<file path="config.mk">
export PLATFORM = sky130hd
export DESIGN_NAME = opfd_top
export DESIGN_NICKNAME = d
export VERILOG_FILES = /design/src/core/opfd_pkg.sv /design/src/core/opfd_align_if.sv /design/src/core/opfd_mem_align.sv /design/src/core/opfd_top.sv
export SDC_FILE = /design/constraint.sdc
export NUM_CORES = 1
export LEC_CHECK = 0
export ABC_CLOCK_PERIOD_IN_PS = 3600
export BUFFER_PORTS_ARGS = -buffer_cell sky130_fd_sc_hd__buf_2
export CORE_MARGIN = 2
export CORE_UTILIZATION = 34
export DETAILED_ROUTE_END_ITERATION = 10
export PLACE_DENSITY_LB_ADDON = 0.08
export SLEW_MARGIN = 20
export SYNTH_ARGS = -nofsm -noshare
export SYNTH_HDL_FRONTEND = slang
export SYNTH_HIERARCHICAL = 1
export SYNTH_SLANG_ARGS = --single-unit
</file>
<file path="constraint.sdc">
create_clock -name clk -period 3.6 [get_ports clk]
set_clock_uncertainty 0.1 [all_clocks]
set_input_delay 0 -clock clk [delete_from_list [all_inputs] [get_ports clk]]
set_output_delay 0 -clock clk [all_outputs]
set_load 0.02 [all_outputs]
</file>
<file path="src/core/opfd_pkg.sv">
// Constants and types shared by the operand-format decode block
package opfd_pkg;

   // Instruction type indices, 65 types in eight groups
   localparam logic [6:0] NUM_TYPES = 7'h41;
   localparam logic [6:0] T_REG_XFER = 7'h00;
   localparam logic [6:0] T_STACK = 7'h01;
   localparam logic [6:0] T_MULTI = 7'h02;
   localparam logic [6:0] T_PSYNC_LD = 7'h03;
   localparam logic [6:0] T_PSYNC_ST = 7'h04;
   localparam logic [6:0] T_ADD_CARRY = 7'h09;
   localparam logic [6:0] T_SUB_BORROW = 7'h0A;
   localparam logic [6:0] T_DEC_ADJ_ADD = 7'h0B;
   localparam logic [6:0] T_DEC_ADJ_SUB = 7'h0C;
   localparam logic [6:0] T_PTR_ADD = 7'h0F;
   localparam logic [6:0] T_PTR_SUB = 7'h10;
   localparam logic [6:0] T_MUL_U = 7'h11;
   localparam logic [6:0] T_DIV_S = 7'h14;
   localparam logic [6:0] T_EXT_U = 7'h15;
   localparam logic [6:0] T_EXT_S = 7'h16;
   localparam logic [6:0] T_TEST_SET = 7'h17;

   // First index of each group after the transfer group
   localparam logic [6:0] G_ARITH_FIRST = 7'h05;
   localparam logic [6:0] G_LOGIC_FIRST = 7'h18;
   localparam logic [6:0] G_SHIFT_FIRST = 7'h1C;
   localparam logic [6:0] G_BIT_FIRST = 7'h24;
   localparam logic [6:0] G_BRANCH_FIRST = 7'h32;
   localparam logic [6:0] G_SYS_FIRST = 7'h37;
   localparam logic [6:0] G_BLOCK_FIRST = 7'h40;

   typedef enum logic [2:0] {
      GRP_XFER = 3'h0, GRP_ARITH = 3'h1, GRP_LOGIC = 3'h2, GRP_SHIFT = 3'h3,
      GRP_BIT = 3'h4, GRP_BRANCH = 3'h5, GRP_SYS = 3'h6, GRP_BLOCK = 3'h7
   } opfd_group_t;

   typedef enum logic [1:0] {
      SZ_BYTE = 2'h0, SZ_WORD = 2'h1, SZ_LONG = 2'h2, SZ_NONE = 2'h3
   } opfd_size_t;

   typedef enum logic [1:0] {
      STK_NONE = 2'h0, STK_POSTINC = 2'h1, STK_PREDEC = 2'h2
   } opfd_stack_t;

   // Allowed-size masks, bit index is the opfd_size_t value
   localparam logic [3:0] M_BWL = 4'h7;
   localparam logic [3:0] M_WL = 4'h6;
   localparam logic [3:0] M_BW = 4'h3;
   localparam logic [3:0] M_B = 4'h1;
   localparam logic [3:0] M_L = 4'h4;
   localparam logic [3:0] M_NONE = 4'h8;

   localparam logic [3:0] BYTES_B = 4'h1;
   localparam logic [3:0] BYTES_W = 4'h2;
   localparam logic [3:0] BYTES_L = 4'h4;

   localparam logic [2:0] SP_INDEX = 3'h7;
   localparam logic [7:0] TEST_SET_REG_MASK = 8'h33;
   localparam logic [3:0] BCD_MAX = 4'h9;
   localparam int ADDR_W_DEF = 32;

endpackage

</file>
<file path="src/core/opfd_align_if.sv">
// Carrier between the decode core and its address aligner
`timescale 1ns/1ns
interface opfd_align_if #(parameter int ADDR_W = 32);
   import opfd_pkg::*;
   logic [ADDR_W-1:0] addr;
   opfd_size_t size;
   logic fetch;
   logic [ADDR_W-1:0] aligned;
   logic [ADDR_W-1:0] last;
   logic [3:0] nbytes;
   modport core (output addr, size, fetch, input aligned, last, nbytes);
   modport align (input addr, size, fetch, output aligned, last, nbytes);
endinterface

</file>
<file path="src/core/opfd_mem_align.sv">
// Forced even alignment and byte span of memory accesses
`timescale 1ns/1ns
module opfd_mem_align
   import opfd_pkg::*;
#(
   parameter int ADDR_W = ADDR_W_DEF
) (
   opfd_align_if.align a
);
   logic wide;

   // Odd word, longword or fetch address drops to the even byte below,
   // no error is raised for it
   always_comb begin
      wide = (a.size == SZ_WORD) || (a.size == SZ_LONG) || a.fetch;
      a.aligned = a.addr;
      if (wide) begin
         a.aligned[0] = 1'b0;
      end
   end

   // Most significant byte sits at the even address, rest ascend
   always_comb begin
      case (a.size)
         SZ_WORD: a.nbytes = BYTES_W;
         SZ_LONG: a.nbytes = BYTES_L;
         default: a.nbytes = BYTES_B;
      endcase
      a.last = a.aligned + ADDR_W'(a.nbytes - 4'h1);
   end
endmodule

</file>
<file path="src/core/opfd_top.sv">
// Operand-format and instruction-class decode front end
//
// What this block does
// - Operands of bit, packed BCD, byte, word and longword size are handled.
// - Bit instructions select bit 0 to 7 of a byte operand.
// - Decimal adjust instructions see their byte as two packed BCD digits.
// - Odd word or longword addresses drop bit 0, no address error.
// - Instruction fetch addresses drop bit 0 the same way, no error.
// - Sixty-five instruction types are sorted into eight groups.
// - Both peripheral-synchronous byte transfers are unsupported here.
// - Multi-register save and restore are longword only, never register 7.
// - Pop is post-increment, push pre-decrement, through the stack pointer.
// - Multiply/divide byte or word; pointer add longword; carry add byte.
// - All eight shifts and rotates accept byte, word or longword.
// - All fourteen bit-manipulation instructions are byte only.
`timescale 1ns/1ns
module opfd_top
   import opfd_pkg::*;
#(
   parameter int ADDR_W = ADDR_W_DEF
) (
   input wire logic clk,
   input wire logic srst,
   input wire logic req_valid,
   input wire logic [6:0] req_type,
   input wire logic [1:0] req_size,
   input wire logic req_fetch,
   input wire logic req_push,
   input wire logic [ADDR_W-1:0] req_addr,
   input wire logic [2:0] req_areg,
   input wire logic [7:0] req_reglist,
   input wire logic [2:0] req_bitnum,
   input wire logic [7:0] req_data,
   output logic out_valid,
   output logic out_legal,
   output logic out_unsupported,
   output logic out_size_err,
   output logic out_reg_err,
   output logic out_sp_warn,
   output logic [2:0] out_group,
   output logic [1:0] out_stack,
   output logic [ADDR_W-1:0] out_addr,
   output logic [ADDR_W-1:0] out_last,
   output logic [3:0] out_nbytes,
   output logic [7:0] out_bit_mask,
   output logic out_bit_val,
   output logic [3:0] out_bcd_hi,
   output logic [3:0] out_bcd_lo,
   output logic out_bcd_ok
);

   ////////////////////////////////////////////////////////////////////////
   // Decode functions

   // Group by index range; indices past the last type fall in the block group
   function automatic opfd_group_t type_group(input logic [6:0] t);
      if (t < G_ARITH_FIRST) return GRP_XFER;
      else if (t < G_LOGIC_FIRST) return GRP_ARITH;
      else if (t < G_SHIFT_FIRST) return GRP_LOGIC;
      else if (t < G_BIT_FIRST) return GRP_SHIFT;
      else if (t < G_BRANCH_FIRST) return GRP_BIT;
      else if (t < G_SYS_FIRST) return GRP_BRANCH;
      else if (t < G_BLOCK_FIRST) return GRP_SYS;
      else return GRP_BLOCK;
   endfunction

   // Operand sizes each type accepts
   function automatic logic [3:0] size_mask(input logic [6:0] t);
      logic [3:0] m;
      m = M_BWL;
      case (type_group(t))
         GRP_XFER: begin
            case (t)
               T_STACK: m = M_WL;
               T_MULTI: m = M_L;
               T_PSYNC_LD, T_PSYNC_ST: m = M_B;
               default: m = M_BWL;
            endcase
         end
         GRP_ARITH: begin
            if (t == T_ADD_CARRY || t == T_SUB_BORROW) m = M_B;
            else if (t == T_DEC_ADJ_ADD || t == T_DEC_ADJ_SUB) m = M_B;
            else if (t == T_TEST_SET) m = M_B;
            else if (t == T_PTR_ADD || t == T_PTR_SUB) m = M_L;
            else if (t >= T_MUL_U && t <= T_DIV_S) m = M_BW;
            else if (t == T_EXT_U || t == T_EXT_S) m = M_WL;
            else m = M_BWL;
         end
         GRP_SHIFT: m = M_BWL;
         GRP_BIT: m = M_B;
         GRP_BRANCH, GRP_SYS, GRP_BLOCK: m = M_NONE;
         default: m = M_BWL;
      endcase
      return m;
   endfunction

   ////////////////////////////////////////////////////////////////////////
   // Address alignment

   opfd_align_if #(.ADDR_W(ADDR_W)) al ();

   assign al.addr = req_addr;
   assign al.size = opfd_size_t'(req_size);
   assign al.fetch = req_fetch;

   opfd_mem_align #(.ADDR_W(ADDR_W)) u_align (
      .a(al)
   );

   ////////////////////////////////////////////////////////////////////////
   // Result stage: one registered answer per accepted request

   logic next_valid, next_legal, next_unsup, next_size_err, next_reg_err;
   logic next_sp_warn, next_bit_val, next_bcd_ok;
   logic [2:0] next_group;
   logic [1:0] next_stack;
   logic [ADDR_W-1:0] next_addr, next_last;
   logic [3:0] next_nbytes, next_bcd_hi, next_bcd_lo;
   logic [7:0] next_bit_mask;
   logic known, is_bcd;
   logic [3:0] allowed;
   opfd_group_t grp;

   // Checks are combinational so the answer lands on the next edge
   always_comb begin
      grp = type_group(req_type);
      known = req_type < NUM_TYPES;
      is_bcd = (req_type == T_DEC_ADJ_ADD) || (req_type == T_DEC_ADJ_SUB);
      next_valid = req_valid;
      next_group = grp;
      next_unsup = (req_type == T_PSYNC_LD) || (req_type == T_PSYNC_ST)
                   || !known;
      // A call result cannot be indexed directly, so the mask is held first
      allowed = size_mask(req_type);
      next_size_err = !allowed[req_size];
      next_reg_err = 1'b0;
      // Register 7 is the stack pointer, never in a save/restore list
      if (req_type == T_MULTI && req_reglist[SP_INDEX]) begin
         next_reg_err = 1'b1;
      end
      // Flagged so software faults show up, the core cannot prevent them
      if (req_type == T_TEST_SET && !TEST_SET_REG_MASK[req_areg]) begin
         next_reg_err = 1'b1;
      end
      next_sp_warn = (req_areg == SP_INDEX) && (req_size == SZ_BYTE)
                     && (grp != GRP_BIT);
      next_stack = STK_NONE;
      // Stack forms use the ordinary transfer path with auto-modify
      if (req_type == T_STACK || req_type == T_MULTI) begin
         next_stack = req_push ? STK_PREDEC : STK_POSTINC;
      end
      next_legal = !next_unsup && !next_size_err && !next_reg_err;
      next_addr = al.aligned;
      next_last = al.last;
      next_nbytes = al.nbytes;
      next_bit_mask = 8'h01 << req_bitnum;
      next_bit_val = req_data[req_bitnum];
      next_bcd_hi = req_data[7:4];
      next_bcd_lo = req_data[3:0];
      next_bcd_ok = is_bcd && (req_data[7:4] <= BCD_MAX)
                    && (req_data[3:0] <= BCD_MAX);
      if (!req_valid) begin
         next_legal = 1'b0;
         next_unsup = 1'b0;
         next_size_err = 1'b0;
         next_reg_err = 1'b0;
         next_sp_warn = 1'b0;
         next_bcd_ok = 1'b0;
      end
   end

   // Output register; every port comes straight from here
   always_ff @(posedge clk) begin
      if (srst) begin
         out_valid <= 1'b0;
         out_legal <= 1'b0;
         out_unsupported <= 1'b0;
         out_size_err <= 1'b0;
         out_reg_err <= 1'b0;
         out_sp_warn <= 1'b0;
         out_group <= 3'h0;
         out_stack <= 2'h0;
         out_addr <= '0;
         out_last <= '0;
         out_nbytes <= 4'h0;
         out_bit_mask <= 8'h00;
         out_bit_val <= 1'b0;
         out_bcd_hi <= 4'h0;
         out_bcd_lo <= 4'h0;
         out_bcd_ok <= 1'b0;
      end else begin
         out_valid <= next_valid;
         out_legal <= next_legal;
         out_unsupported <= next_unsup;
         out_size_err <= next_size_err;
         out_reg_err <= next_reg_err;
         out_sp_warn <= next_sp_warn;
         out_group <= next_group;
         out_stack <= next_stack;
         out_addr <= next_addr;
         out_last <= next_last;
         out_nbytes <= next_nbytes;
         out_bit_mask <= next_bit_mask;
         out_bit_val <= next_bit_val;
         out_bcd_hi <= next_bcd_hi;
         out_bcd_lo <= next_bcd_lo;
         out_bcd_ok <= next_bcd_ok;
      end
   end

   ////////////////////////////////////////////////////////////////////////
   // Assertions

   a_even_wide: assert property (@(posedge clk) disable iff (srst)
      ($past(req_valid) && $past(req_size) != SZ_BYTE
       && $past(req_size) != SZ_NONE) |-> out_addr[0] == 1'b0
       && out_addr[ADDR_W-1:1] == $past(req_addr[ADDR_W-1:1]))
      else $error("wide access address not forced even");

   a_fetch_even: assert property (@(posedge clk) disable iff (srst)
      (req_valid && req_fetch) |=> out_addr[0] == 1'b0
      && out_addr[ADDR_W-1:1] == $past(req_addr[ADDR_W-1:1]))
      else $error("fetch address not forced even");

   a_psync_off: assert property (@(posedge clk) disable iff (srst)
      (req_valid && (req_type == T_PSYNC_LD || req_type == T_PSYNC_ST))
      |=> out_valid && out_unsupported && !out_legal)
      else $error("peripheral-synchronous transfer not refused");

   a_mul_sizes: assert property (@(posedge clk) disable iff (srst)
      (req_valid && req_type >= T_MUL_U && req_type <= T_DIV_S)
      |=> out_size_err == ($past(req_size) == SZ_LONG
                           || $past(req_size) == SZ_NONE))
      else $error("multiply or divide size check wrong");

   a_multi_sp: assert property (@(posedge clk) disable iff (srst)
      (req_valid && req_type == T_MULTI && req_reglist[7]) |=> out_reg_err)
      else $error("register 7 accepted in register list");

   a_bit_sel: assert property (@(posedge clk) disable iff (srst)
      req_valid |=> $onehot(out_bit_mask)
      && out_bit_val == $past(req_data[req_bitnum])
      && out_bit_mask[$past(req_bitnum)])
      else $error("bit selection does not follow bit number");

   a_bit_bytes: assert property (@(posedge clk) disable iff (srst)
      (req_valid && type_group(req_type) == GRP_BIT && req_size != SZ_BYTE)
      |=> out_size_err && out_group == GRP_BIT)
      else $error("bit instruction accepted a wide size");

   a_stack_dir: assert property (@(posedge clk) disable iff (srst)
      (req_valid && req_type == T_STACK) |=>
      out_stack == ($past(req_push) ? STK_PREDEC : STK_POSTINC))
      else $error("stack addressing mode wrong");

   a_span_msb: assert property (@(posedge clk) disable iff (srst)
      (req_valid && req_size == SZ_LONG) |=> out_nbytes == BYTES_L
      && out_last == out_addr + ADDR_W'(3))
      else $error("longword byte span wrong");

   a_answer_one: assert property (@(posedge clk) disable iff (srst)
      req_valid |=> out_valid ##1 (out_valid == $past(req_valid)))
      else $error("answer not one cycle after request");

endmodule

</file>
* Word-level counts from Yosys, hierarchy flattened
Memories as Yosys holds them, arrays and structs flattened. Cells that the tools add are included.
Storage, ports and cells: bits in registers 97, ROM bits 8, word-level logic and storage cells 113, memories 1
Memories:
- (name not given) | depth 8, width 1, read ports 1, clocked after memory_dff 0, wr ports 0, RTL line opfd_top.sv:142 | if (req_type == T_TEST_SET && !TEST_SET_REG_MASK[req_areg]) begin
Cells by class: add/sub/neg operators 2, $lt $le $gt $ge 15, eq/ne operators 22, shift-type cells 1, multiplexer cells 25, bitwise operators 2, reduce and logical (&&, ||, !) cells 29
Operator list (number):
- equality test 7 x 4 -> 1 bit, second input constant | 5
- 2-to-1 mux 3 bit | 11
- adder 32 bit | 1
- equality test 7 x 5 -> 1 bit, second input constant | 4
- less-than comparator 7 x 6 -> 1 bit, second input constant | 3
- one-hot mux 4 bit (4 select lines) | 1
- equality test 3 bit, second input constant | 5
- equality test 7 x 2 -> 1 bit, second input constant | 2
- less-than comparator 7 x 5 -> 1 bit, second input constant | 2
- less-than comparator 7 bit, second input constant | 2
- logical AND 1 bit | 9
- logical OR 1 bit | 9
- one-hot mux 3 bit (3 select lines) | 1
- <= comparator 4 bit, second input constant | 2
- less-than comparator 3 x 4 -> 1 bit, second input constant | 2
- 2-to-1 mux 1 bit | 8
- << shifter 1 x 3 -> 8 bit, first input constant | 1
- equality test 7 x 1 -> 1 bit, second input constant | 1
- equality test 7 x 3 -> 1 bit, second input constant | 1
- >= comparator 7 x 5 -> 1 bit, second input constant | 1
- <= comparator 7 x 5 -> 1 bit, second input constant | 1
- less-than comparator 7 x 3 -> 1 bit, second input constant | 1
- one-hot mux 3 bit (2 select lines) | 1
- OR reduction 2 bit | 3
- other kinds (14) | 19

* Logic depth before layout (Yosys ltp)
Gate-level depths: netlist (run 1).
word-level depth 15, mapped depth 15, gate-level depth less buffers 15

* Hierarchy
Netlist (run 1), hierarchy kept.
By module, submodules not included:
- opfd_top | times used 1, cells an instance 291, area an instance 3101.7 um^2, sequential area each 1941.9 um^2
- opfd_mem_align | times used 1, cells an instance 254, area an instance 1864.3 um^2, sequential area each 0.0 um^2

* Worst setup path before layout (run 1)
Ideal clock, no wire load.
path kind input to register, from input port req_size[0], to register out_last[29], library setup time 0.128 ns, arrival time 2.837 ns, data required time 3.372 ns, setup slack 0.535 ns, stages on the path 13, path buffers 0, path through inv_1 > ha_1 > nand2b_1 > inv_1 > ha_1 > a21oi_2 > o21ai_1 > a221o_1 > a41o_1 > a2111o_1 > a41oi_2 > xnor2_1 > nor2b_1
Between the ends: elaborated cells between the ends (all ways) 8
RTL lines:
- start, declared | RTL line opfd_top.sv:26 | input wire logic [1:0] req_size,
- equality test 2 bit / equality test 2 x 1 -> 1 bit (equally long branches) | RTL line opfd_mem_align.sv:24 | case (a.size)
- one-hot mux 3 bit (2 select lines) (*) | RTL line opfd_mem_align.sv:24
- via al.nbytes[2] | RTL line opfd_align_if.sv:10 | logic [3:0] nbytes;
- subtractor 3 x 1 -> 4 bit (*) | RTL line opfd_mem_align.sv:29 | a.last = a.aligned + ADDR_W'(a.nbytes - 4'h1);
- adder 32 bit (*) | RTL line opfd_mem_align.sv:29
- via al.last[29] | RTL line opfd_align_if.sv:9 | logic [ADDR_W-1:0] last;
- end signal, assigned | RTL line opfd_top.sv:201 | out_last <= next_last;
- end, declared | RTL line opfd_top.sv:43 | output logic [ADDR_W-1:0] out_last,
Mark *: on every way through the listed nets, which the timed path passes. The rest lies on a longest branch. A chain may end at the register's enable or synchronous reset.

* Final worst setup path (run 1)
from input port req_fetch, to register out_last[30]
Between the ends: longest elaborated chain between the ends 3
RTL lines:
- start, declared | RTL line opfd_top.sv:27 | input wire logic req_fetch,
- logical OR 1 bit | RTL line opfd_mem_align.sv:15 | wide = (a.size == SZ_WORD) || (a.size == SZ_LONG) || a.fetch;
- 2-to-1 mux 1 bit | RTL line opfd_mem_align.sv:17 | if (wide) begin
- via al.aligned[0] | RTL line opfd_align_if.sv:8 | logic [ADDR_W-1:0] aligned;
- adder 32 bit | RTL line opfd_mem_align.sv:29
- via al.last[30] | RTL line opfd_align_if.sv:9
The timed path passes the listed nets, and every way through them passes these cells.

==> results of run 1 <==
## flip-flops by register name, summed over array words and instances (netlist names)
name,count
out_reg_err,1
out_bit_mask,8
out_size_err,1
out_addr,32
out_sp_warn,1
out_bcd_ok,1
out_bcd_lo,4
out_unsupported,1
out_last,32
out_legal,1
out_bcd_hi,4
out_nbytes,4
out_bit_val,1
out_group,3
out_valid,1
out_stack,2
## final timing paths
path | from | end | slack (ns)
worst max-delay path | req_fetch | out_last[30] | 0.35
worst min-delay path | srst | out_bit_val | 0.008
## cell usage after synthesis, types with 9 or more instances
| master | n |
|---|---|
| sky130_fd_sc_hd__clkbuf_1 | 9 |
| sky130_fd_sc_hd__nor2b_1 | 80 |
| sky130_fd_sc_hd__inv_1 | 14 |
| sky130_fd_sc_hd__o21ai_0 | 18 |
| sky130_fd_sc_hd__a21o_1 | 10 |
| sky130_fd_sc_hd__xnor2_1 | 19 |
| sky130_fd_sc_hd__dfxtp_1 | 97 |
| sky130_fd_sc_hd__nor2_1 | 22 |
| sky130_fd_sc_hd__nand2_1 | 35 |
| sky130_fd_sc_hd__nand3_1 | 9 |
| sky130_fd_sc_hd__a21oi_1 | 35 |
| sky130_fd_sc_hd__nor3_1 | 11 |
| sky130_fd_sc_hd__ha_1 | 33 |
| sky130_fd_sc_hd__buf_4 | 32 |
| sky130_fd_sc_hd__xor2_1 | 11 |
| sky130_fd_sc_hd__and2_1 | 10 |
## through the flow
stage	util	total power [mW]	instances	cell area [um2]
floorplan	-	1.59	546	4970
global placement	0.396	1.77	843	5710
detailed placement	0.396	1.77	843	5710
CTS	0.455	2.81	915	6570
global route	0.455	2.92	915	6570
finish	0.455	2.78	915	6570
## worst max-delay path, stage by stage
cell and delay [ns]:
sky130_fd_sc_hd__dlygate4sd3_1 0.55, sky130_fd_sc_hd__buf_2 0.13, sky130_fd_sc_hd__nor3b_1 0.23, sky130_fd_sc_hd__ha_1 0.24
sky130_fd_sc_hd__inv_1 0.06, sky130_fd_sc_hd__fa_1 0.44, sky130_fd_sc_hd__nand3b_4 0.18, sky130_fd_sc_hd__a211oi_2 0.24
sky130_fd_sc_hd__nor3b_2 0.09, sky130_fd_sc_hd__o31a_1 0.33, sky130_fd_sc_hd__or4_4 0.54, sky130_fd_sc_hd__a21bo_1 0.21
sky130_fd_sc_hd__o211ai_2 0.06, sky130_fd_sc_hd__nor2b_1 0.14
## power breakdown
| part | switching [mW] | leakage (nW) | internal [mW] |
|---|---|---|---|
| combinational | 0.355 | 2.19 | 0.270 |
| clock | 0.442 | 0.147 | 0.542 |
| sequential | 0.0185 | 0.805 | 1.15 |
## layer usage
| metal | wire length (um) | track usage | vias to the layer above |
|---|---|---|---|
| met3 | 691 | 0.0417 | 14 |
| met5 | 0 | 0 | - |
| met1 | 6230 | 0.218 | 2034 |
| met4 | 246 | 0.0641 | 0 |
| met2 | 6210 | 0.292 | 130 |
| li1 | - | - | 2224 |
## kinds of logic (layout without fill, tap and decap cells)
logic type | count (synthesis) | in the layout | share of synthesized area
and+or+nand+nor | 205 | 205 | 0.233
AOI/OAI and AO/OA | 109 | 109 | 0.145
DFF | 97 | 97 | 0.391
buffers and inverters | 63 | 248 | 0.0736
adders and majority gates | 35 | 35 | 0.0892
xor gates and xnor gates | 30 | 30 | 0.0529
muxes | 5 | 5 | 0.0151
other | 1 | 2 | 0.000755
## layout make-up
| cell class | count | share of cell area |
|---|---|---|
| multi-input cells | 386 | 0.405 |
| flip-flops and latches | 97 | 0.296 |
| inverters | 14 | 0.00800 |
| well taps | 184 | 0.0350 |
| clock inverters | 6 | 0.0101 |
| clock buffers | 10 | 0.0349 |
| repair buffers | 218 | 0.211 |
## what timing repair did
item	CTS	global route
endpoints found under the hold margin	61	0
hold buffers	56	0
setup buffers	0	0
==> summary.txt, run 1 <==
Status
  • Run status: finished clean

Floorplanning
  • Boundary Pins: 165
  • Number of cell rows: 44
  • Die area: 15600 um2
  • Initial core utilization: 0.344
  • Chip height: 125 um
  • Area of the core: 14400 um2
  • Die X: 125 um

Yosys
  • Post-synth top flop: sky130_fd_sc_hd__dfxtp_1
  • Post-synthesis register bit count: 97
  • Biggest area contributors in the synthesized netlist: sky130_fd_sc_hd__dfxtp_1 (39%), sky130_fd_sc_hd__nor2b_1 (10%), sky130_fd_sc_hd__ha_1 (8.3%), sky130_fd_sc_hd__buf_4 (4.8%), sky130_fd_sc_hd__a21oi_1 (3.5%)
  • Number of flops mapped to enable cells by yosys: 0
  • Number of unique standard cell types used by synthesis: 60
  • Post-synthesis area per instance: 9.11 um2
  • Proportion of register bits with asynchronous set or reset after synthesis: 0
  • Cell type with the highest aggregate area in the netlist: sky130_fd_sc_hd__dfxtp_1
  • Fraction of post-synthesis cell area in the top cell type by area: 0.391
  • Mapped Cells: 545
  • Fraction of the yosys area taken by sequential cells: 0.391
  • Post-synthesis instance area: 4970 um2
  • Number of synthesis warnings: 6

Timing
  • Ratio of final minimum period to clock period: 0.904
  • Number of failing hold endpoints at the final stage: 0
  • Worst Setup Slack, final: 0.347 ns
  • Max Transition Viols Final: 0
  • Final setup violation count: 0
  • Normalized max-slew margin: 0.649
  • Total negative slack: 0 ns
  • Fin Hold WS: 0.00835 ns
  • Transition time at the pin with the least slew margin: 0.526 ns
  • Minimum clock period: 3.25 ns
  • Top achievable clock speed: 0.307 GHz
  • Unrepaired setup endpoints after global routing: no

Routing
  • WL per Instance: 14.6 um
  • Antenna violation net count after detailed routing: 0
  • # DRC: 0
  • Total via count in the routed design: 4402
  • DRC violation total after the first TritonRoute iteration: 201
  • Count of TritonRoute iterations in the first routing pass: 4
  • Post-detailed-route via-to-cell ratio: 4.81
  • Wirelength, routed: 13400 um

Finish
  • Most common library cell in the layout ignoring fill and taps: sky130_fd_sc_hd__buf_2
  • Number of fillers in the final layout: 1456
  • Layout net count: 828
  • Number of antenna diodes: 0
  • Layout cells sized above 1: 0.257
  • Register area: 1940 um2
  • Most used cells in the layout excluding fill and tap cells: sky130_fd_sc_hd__buf_2 (156), sky130_fd_sc_hd__dfxtp_1 (97), sky130_fd_sc_hd__nor2b_1 (80)
  • Area added between synthesis and finish: 32.3%
  • Multi-input gate area in the final layout: 2660 um2

Global routing
  • Number of antenna violations at the first check in global routing: 0
  • Vias in the first global route: 4424
  • Remaining Overflow, GRT: 0
  • First-pass GRT wire length: 21800 um
  • Aggregate global-route resource usage: 0.174
  • Pin count of the biggest net entering global routing: 51

Critical path
  • Required time at the worst-slack endpoint: 3.79 ns
  • Kind of critical path: in2reg
  • CP Data Arrival Time: 3.45 ns
  • Setup crit end kind: register
  • Category of the worst setup path launch point: input pin
  • Highest net fanout along the worst path: 3

Clocking
  • Clock Tree Buf Depth: 2
  • CTS buffer count: 9
  • CTS tree: done
  • Clk sinks: 97
  • Clock root buffer master: sky130_fd_sc_hd__clkbuf_16
  • Resized Gates After CTS: 0
  • H-tree depth: 3
  • Clock-pin slew on the worst setup and hold paths: 0.07 ns

Power and ir drop
  • Leakage Power: 3.14 nW
  • Maximum vdd drop: 0.000189 V
  • Power density relative to cell area: 423 nW/um2

Placed design
  • Port Buffers: 157
  • Pre-CTS worst setup slack: 0.118 ns
  • Routability cong.: 0.862
  • Half-perimeter wire length of the detailed placement result: 9730 um

Worst hold path
  • Class of the tightest hold or removal check: in2reg
  • Hold-critical path depth: 2

Job
  • Maxcap violations: 0
Power figures use the tool's default switching activity.
==> run 2, diff against run 1 <==
--- a/config.mk
+++ b/config.mk
@@ -13,2 +13,3 @@
 export PLACE_DENSITY_LB_ADDON = 0.08
+export RECOVER_POWER = 50
 export SLEW_MARGIN = 20
==> constraint.sdc (replaced) <==
create_clock -name clk -period 3.6 [get_ports clk]
set_clock_uncertainty 0.1 [all_clocks]
set_input_delay 0.36 -clock clk [delete_from_list [all_inputs] [get_ports clk]]
set_output_delay 0.36 -clock clk [all_outputs]
set_load 0.02 [all_outputs]
==> run 2 against run 1 <==
Effect of this change: worst setup slack got worse by 0.094 ns; non-clock buffer count fell by 48; global-route usage fell by 0.99 points; design area fell by 8.9%; routed wire length fell by 3.7%; core utilization fell by 4.1 points; first-iteration DRC count rose by 14%; total power fell by 3.9%; critical endpoint unchanged; largest cell class unchanged.
==> summary.txt, run 2 (synthesis gave the netlist of run 1 again) <==
Status
  • Run status: finished clean (unchanged)

Timing
  • Fin Hold WS: 0.0756 ns (was 0.00835 ns)
  • Max Transition Viols Final: 0 (unchanged)
  • Number of failing hold endpoints at the final stage: 0 (unchanged)
  • Ratio of final minimum period to clock period: 0.930 (was 0.904)
  • Transition time at the pin with the least slew margin: 0.648 ns (was 0.526 ns)
  • Minimum clock period: 3.35 ns (was 3.25 ns)
  • Final setup violation count: 0 (unchanged)
  • Unrepaired setup endpoints after global routing: no (unchanged)
  • Normalized max-slew margin: 0.568 (was 0.649)
  • Top achievable clock speed: 0.299 GHz (was 0.307 GHz)
  • Worst Setup Slack, final: 0.252 ns (was 0.347 ns)

Critical path
  • Worst path max stage delay: 0.54 ns (was 0.55 ns)
  • Kind of critical path: in2reg (unchanged)
  • Number of buffer and inverter instances along the worst setup path: 4 (was 3)
  • Family with the most delay on the worst path: simple AND/OR/NAND/NOR gates (unchanged)
  • Setup crit end kind: register (unchanged)
  • Highest net fanout along the worst path: 3 (unchanged)
  • Cell type with the highest occurrence count on the critical path: sky130_fd_sc_hd__inv_1
  • Slowest cell on the critical path: sky130_fd_sc_hd__or4_4 (was sky130_fd_sc_hd__dlygate4sd3_1)
  • CP Data Arrival Time: 3.54 ns (was 3.45 ns)
  • Worst-path cell chain: buf_2 > inv_1 > ha_1 > inv_1 > nor3b_2 > ha_2 > inv_1 > fa_1 > nand3b_4 > a211oi_4 > nor3b_2 > o31a_1 > or4_4 > a21bo_1 > o211ai_2 > nor2b_1 (was dlygate4sd3_1 > buf_2 > nor3b_1 > ha_1 > inv_1 > fa_1 > nand3b_4 > a211oi_2 > nor3b_2 > o31a_1 > or4_4 > a21bo_1 > o211ai_2 > nor2b_1)
  • Required time at the worst-slack endpoint: 3.79 ns (about the same)
  • Category of the worst setup path launch point: input pin (unchanged)

Placed design
  • Routability cong.: 0.859 (was 0.862)
  • Placement Cell Area: 5770 um2 (was 5710 um2)
  • Pre-CTS worst setup slack: -0.213 ns (was 0.118 ns)
  • Port Buffers: 157 (unchanged)
  • Half-perimeter wire length of the detailed placement result: 9790 um (was 9730 um)

Power and ir drop
  • Switching component of the power: 0.818 mW (was 0.815 mW)
  • Power density relative to cell area: 446 nW/um2 (was 423 nW/um2)
  • Sw Ratio: 0.306 (was 0.294)
  • Proportion of power drawn by combinational gates: 0.215 (was 0.225)
  • Leakage Power: 2.67 nW (was 3.14 nW)
  • Clock network fraction of total power: 0.347 (was 0.354)
  • Proportion of power drawn by flip-flops and latches: 0.438 (was 0.420)
  • Maximum vdd drop: 0.000197 V (was 0.000189 V)
  • Cell Int Power: 1.85 mW (was 1.96 mW)

Finish
  • Final core utilization: 0.415 (was 0.455)
  • Area added between synthesis and finish: 20.5% (was 32.3%)
  • Regs by FF count: out_addr: 32 flops, out_last: 32 flops, out_bit_mask: 8 flops (unchanged)
  • Layout cells sized above 1: 0.184 (was 0.257)
  • Most common library cell in the layout ignoring fill and taps: sky130_fd_sc_hd__dfxtp_1 (was sky130_fd_sc_hd__buf_2)
  • Cell area after layout: 5980 um2 (was 6570 um2)
  • Number of fillers in the final layout: 1522 (was 1456)
  • Layout net count: 780 (was 828)
  • Most used cells in the layout excluding fill and tap cells: sky130_fd_sc_hd__dfxtp_1 (97), sky130_fd_sc_hd__buf_2 (83), sky130_fd_sc_hd__nor2b_1 (80) (was sky130_fd_sc_hd__buf_2 (156), sky130_fd_sc_hd__dfxtp_1 (97), sky130_fd_sc_hd__nor2b_1 (80))

Routing
  • Post-detailed-route via-to-cell ratio: 4.84 (was 4.81)
  • DRC violation total after the first TritonRoute iteration: 230 (was 201)
  • WL per Instance: 14.8 um (was 14.6 um)
  • Count of TritonRoute iterations in the first routing pass: 4 (unchanged)
  • Wirelength, routed: 12900 um (was 13400 um)
  • # DRC: 0 (unchanged)
  • Antenna violation net count after detailed routing: 0 (unchanged)
  • Total via count in the routed design: 4204 (was 4402)

Floorplanning
  • Chip height: 125 um (unchanged)
  • Number of cell rows: 44 (unchanged)
  • Die area: 15600 um2 (unchanged)
  • Area of the core: 14400 um2 (unchanged)
  • Die X: 125 um (unchanged)
  • Initial core utilization: 0.344 (unchanged)
  • Boundary Pins: 165 (unchanged)

Clocking
  • H-tree depth: 3 (unchanged)
  • Clock root buffer master: sky130_fd_sc_hd__clkbuf_16 (unchanged)
  • Clock Tree Buf Depth: 2 (unchanged)
  • Clock-pin slew on the worst setup and hold paths: 0.07 ns (about the same)
  • CTS buffer count: 9 (unchanged)
  • CTS tree: done (unchanged)
  • Cts hold-fix bufs: 0 (was 56)
  • Clk sinks: 97 (unchanged)

Global routing
  • First-pass GRT wire length: 20600 um (was 21800 um)
  • Number of antenna violations at the first check in global routing: 1 (was 0)
  • Remaining Overflow, GRT: 0 (unchanged)
  • Aggregate global-route resource usage: 0.164 (was 0.174)
  • Pin count of the biggest net entering global routing: 45 (was 51)
  • Vias in the first global route: 4146 (was 4424)

Job
  • Maxcap violations: 0 (unchanged)

Worst hold path
  • Class of the tightest hold or removal check: in2reg (unchanged)
[run 2: per-layer routing]
layer	wire length, um	share of wire	GRT usage	vias to the layer above
li1	-	-	-	2139
met4	150	0.012	0.0471	0
met3	731	0.057	0.0455	11
met5	0	0	0	-
met2	6010	0.47	0.277	122
met1	6000	0.47	0.205	1932
[run 2: final timing paths]
check / startpoint / endpoint / slack [ns] / depth (start not counted)
setup / recovery: req_size[0] / out_last[30] / 0.25 / 16
hold / removal: req_push / out_stack[0] / 0.08 / 2
[run 2: timing repair]
item | 4_1_cts | 5_1_grt
buffers inserted | 0 | 1
gates resized for setup | 0 | 3
endpoints found under the setup margin | 0 | 2
[run 2: area by class of cell]
cell class                 instances  area [um2]  share of cell area
multi-input combinational        386        2680               0.448
clock inverter                     7        57.6             0.00962
clock buffer                       9         225              0.0376
timing repair buffer             170         795               0.133
tap                              184         230              0.0385
antenna                            1        2.50            0.000418
inverter                          14        52.6             0.00878
sequential                        97        1940               0.325
[run 2: metrics by stage]
step,setup TNS [ns],power (mW),cells
floorplan,0,1.59,546
global placement,-0.277,1.78,850
detailed placement,-0.376,1.78,850
CTS,0,2.73,866
global route,0,2.81,867
finish,0,2.67,868
[run 2: power groups by stage]
stage	Clock, mW	Combinational (mW)	Sequential, mW
6_report	0.927	0.573	1.17
5_1_grt	1.00	0.631	1.18
4_1_cts	0.967	0.592	1.17
3_5_place_dp	0	0.588	1.19
3_3_place_gp	0	0.588	1.19
2_1_floorplan	0	0.300	1.29
==> run 3, diff against run 2 <==
- PLACE_DENSITY: not set -> 0.61
- PLACE_DENSITY_LB_ADDON: 0.08 -> not set
==> run 3 against run 2 <==
Effect of this change: total power is 1.5% higher; routed wire length is 0.47% lower; first-iteration DRC count is 68% higher; critical path type unchanged; sequential power hardly changed; largest cell class unchanged; non-clock buffer count is 2 lower; combinational power hardly changed; via count is 1.4% higher; clock-buffer cell count is 1 higher; sequential cell count stayed put; hold slack better by 0.0063 ns; global-route usage is 0.10 points lower.
==> summary.txt, run 3 (synthesis gave the netlist of run 1 again) <==
Status
  • Run status: finished clean (unchanged)

Finish
  • Area added between synthesis and finish: 20.1% (was 20.5%)
  • Regs by FF count: out_addr: 32 flops, out_last: 32 flops, out_bit_mask: 8 flops (unchanged)
  • Layout cells sized above 1: 0.180 (was 0.184)
  • Number of antenna diodes: 0 (was 1)
  • Final standard cell count with taps included and fillers excluded: 863 (was 868)
  • Most used cells in the layout excluding fill and tap cells: sky130_fd_sc_hd__dfxtp_1 (97), sky130_fd_sc_hd__buf_2 (85), sky130_fd_sc_hd__nor2b_1 (80) (was sky130_fd_sc_hd__dfxtp_1 (97), sky130_fd_sc_hd__buf_2 (83), sky130_fd_sc_hd__nor2b_1 (80))
  • Layout net count: 778 (was 780)
  • Most common library cell in the layout ignoring fill and taps: sky130_fd_sc_hd__dfxtp_1 (unchanged)
  • Final core utilization: 0.413 (was 0.415)

Critical path
  • Slowest cell on the critical path: sky130_fd_sc_hd__or4_4 (unchanged)
  • Category of the worst setup path launch point: input pin (unchanged)
  • Start point of the critical path: req_size[0] (unchanged)
  • Worst-path cell chain: buf_2 > inv_1 > ha_1 > inv_1 > nor3b_2 > ha_1 > inv_1 > fa_1 > nand3b_4 > a211oi_2 > nor3b_2 > o31a_1 > or4_4 > a21bo_1 > o211ai_2 > nor2b_1 (was buf_2 > inv_1 > ha_1 > inv_1 > nor3b_2 > ha_2 > inv_1 > fa_1 > nand3b_4 > a211oi_4 > nor3b_2 > o31a_1 > or4_4 > a21bo_1 > o211ai_2 > nor2b_1)
  • Setup crit end kind: register (unchanged)
  • CP Data Arrival Time: 3.57 ns (was 3.54 ns)
  • Required time at the worst-slack endpoint: 3.77 ns (was 3.79 ns)
  • Highest net fanout along the worst path: 3 (unchanged)
  • Kind of critical path: in2reg (unchanged)
  • Cell type with the highest occurrence count on the critical path: sky130_fd_sc_hd__inv_1 (unchanged)
  • Worst path max stage delay: 0.54 ns (about the same)

Clocking
  • Clock-pin slew on the worst setup and hold paths: 0.06 ns (was 0.07 ns)
  • Clk sinks: 97 (unchanged)
  • Clock Tree Buf Depth: 2 (unchanged)
  • CTS buffer count: 9 (unchanged)
  • H-tree depth: 3 (unchanged)
  • Number of buffers added for setup after CTS: 0 (unchanged)
  • Clock root buffer master: sky130_fd_sc_hd__clkbuf_16 (unchanged)
  • CTS tree: done (unchanged)

Routing
  • Post-detailed-route via-to-cell ratio: 4.94 (was 4.84)
  • # DRC: 0 (unchanged)
  • WL per Instance: 14.9 um (was 14.8 um)
  • Antenna violation net count after detailed routing: 0 (unchanged)
  • DRC violation total after the first TritonRoute iteration: 386 (was 230)
  • Count of TritonRoute iterations in the first routing pass: 4 (unchanged)
  • Total via count in the routed design: 4261 (was 4204)
  • Wirelength, routed: 12800 um (was 12900 um)

Floorplanning
  • Chip height: 125 um (unchanged)
  • Initial core utilization: 0.344 (unchanged)
  • Die area: 15600 um2 (unchanged)
  • Number of cell rows: 44 (unchanged)
  • Boundary Pins: 165 (unchanged)
  • Area of the core: 14400 um2 (unchanged)
  • Die X: 125 um (unchanged)

Placed design
  • Routability cong.: 0.851 (was 0.859)
  • Inst Count DP: 849 (was 850)
  • Port Buffers: 157 (unchanged)
  • Half-perimeter wire length of the detailed placement result: 9810 um (was 9790 um)

Power and ir drop
  • Proportion of power drawn by flip-flops and latches: 0.432 (was 0.438)
  • Proportion of power drawn by combinational gates: 0.212 (was 0.215)
  • Overall power: 2.71 mW (was 2.67 mW)
  • Sw Ratio: 0.289 (was 0.306)
  • Power density relative to cell area: 454 nW/um2 (was 446 nW/um2)
  • Maximum vdd drop: 0.000184 V (was 0.000197 V)
  • Cell Int Power: 1.92 mW (was 1.85 mW)
  • Switching component of the power: 0.783 mW (was 0.818 mW)
  • Clock network fraction of total power: 0.356 (was 0.347)
  • Leakage Power: 2.66 nW (was 2.67 nW)

Timing
  • Transition time at the pin with the least slew margin: 1.26 ns (was 0.648 ns)
  • Final setup violation count: 0 (unchanged)
  • Number of failing hold endpoints at the final stage: 0 (unchanged)
  • Fin Hold WS: 0.0820 ns (was 0.0756 ns)
  • Unrepaired setup endpoints after global routing: no (unchanged)
  • Top achievable clock speed: 0.294 GHz (was 0.299 GHz)
  • Ratio of final minimum period to clock period: 0.943 (was 0.930)
  • Minimum clock period: 3.40 ns (was 3.35 ns)
  • Max Transition Viols Final: 0 (unchanged)
  • Normalized max-slew margin: 0.161 (was 0.568)

Worst hold path
  • Worst hold start: req_push (unchanged)
  • Class of the tightest hold or removal check: in2reg (unchanged)

Global routing
  • Met2 demand-to-capacity share in global routing: 0.273 (was 0.277)
  • Met1 Resource Use GR: 0.206 (was 0.205)
  • Met3 capacity usage during global routing: 0.0391 (was 0.0455)
  • Aggregate global-route resource usage: 0.163 (was 0.164)
  • Number of antenna violations at the first check in global routing: 1 (unchanged)
  • First-pass GRT wire length: 20800 um (was 20600 um)
  • Remaining Overflow, GRT: 0 (unchanged)
  • Layer with the highest usage: met2 (unchanged)
  • Vias in the first global route: 4302 (was 4146)
  • Pin count of the biggest net entering global routing: 60 (was 45)

Job
  • Maxcap violations: 0 (unchanged)
==> run 3: cell types whose count changed in the layout (fill, tap and decap cells not counted), sizes merged <==
cell / before / now
bufinv: 0 / 1
inv: 18 / 15
buf: 97 / 96
clkinv: 1 / 0
diode: 1 / 0
==> run 3: worst max-delay path: cells and delay by family <==
family | cells | cell delay [ns]
fa+ha+maj | 3 | 0.93
simple gates | 5 | 1.16
compound gates | 4 | 0.84
buf+inv | 4 | 0.27
==> run 3: power groups by stage <==
stage                     clock [mW]  combinational [mW]  sequential (mW)
final                          0.965               0.573             1.17
after detailed placement           0               0.585             1.19
after global routing            1.04               0.631             1.18
after global placement             0               0.580             1.19
after CTS                      0.999               0.590             1.17
after floorplan                    0               0.300             1.29
==> run 3: per-layer routing <==
metal	vias up	part of all wire
met5	-	0.00062
met4	2	0.015
met3	16	0.062
met2	133	0.46
met1	1982	0.46
li1	2128	-
==> run 3: cell type report <==
cell class / count / area (um2)
Fill cell: 1493 / 8460
Multi-Input combinational cell: 386 / 2670
Sequential cell: 97 / 1940
Timing Repair Buffer: 168 / 778
Clock buffer: 10 / 239
Tap cell: 184 / 230
Clock inverter: 4 / 53.8
Inverter: 14 / 52.6
==> run 3: worst paths after layout <==
| check | endpoint | slack [ns] | cells past startpoint |
|---|---|---|---|
| setup / recovery | out_last[30] | 0.20 | 16 |
| hold / removal | out_stack[0] | 0.08 | 2 |
==> run 3: repair_timing <==
action	in CTS	in global routing
hold buffers	0	0
resized for setup	0	1
endpoints found under the setup margin	0	2
==> run 3: per-stage QoR <==
stage	setup TNS [ns]	worst slack, ns	instance area (um2)
finish	0	0.204	5960
global route	0	0.0289	5960
CTS	0	0.106	6050
detailed placement	-0.475	-0.245	5760
global placement	-0.273	-0.145	5760
floorplan	0	0.175	4970
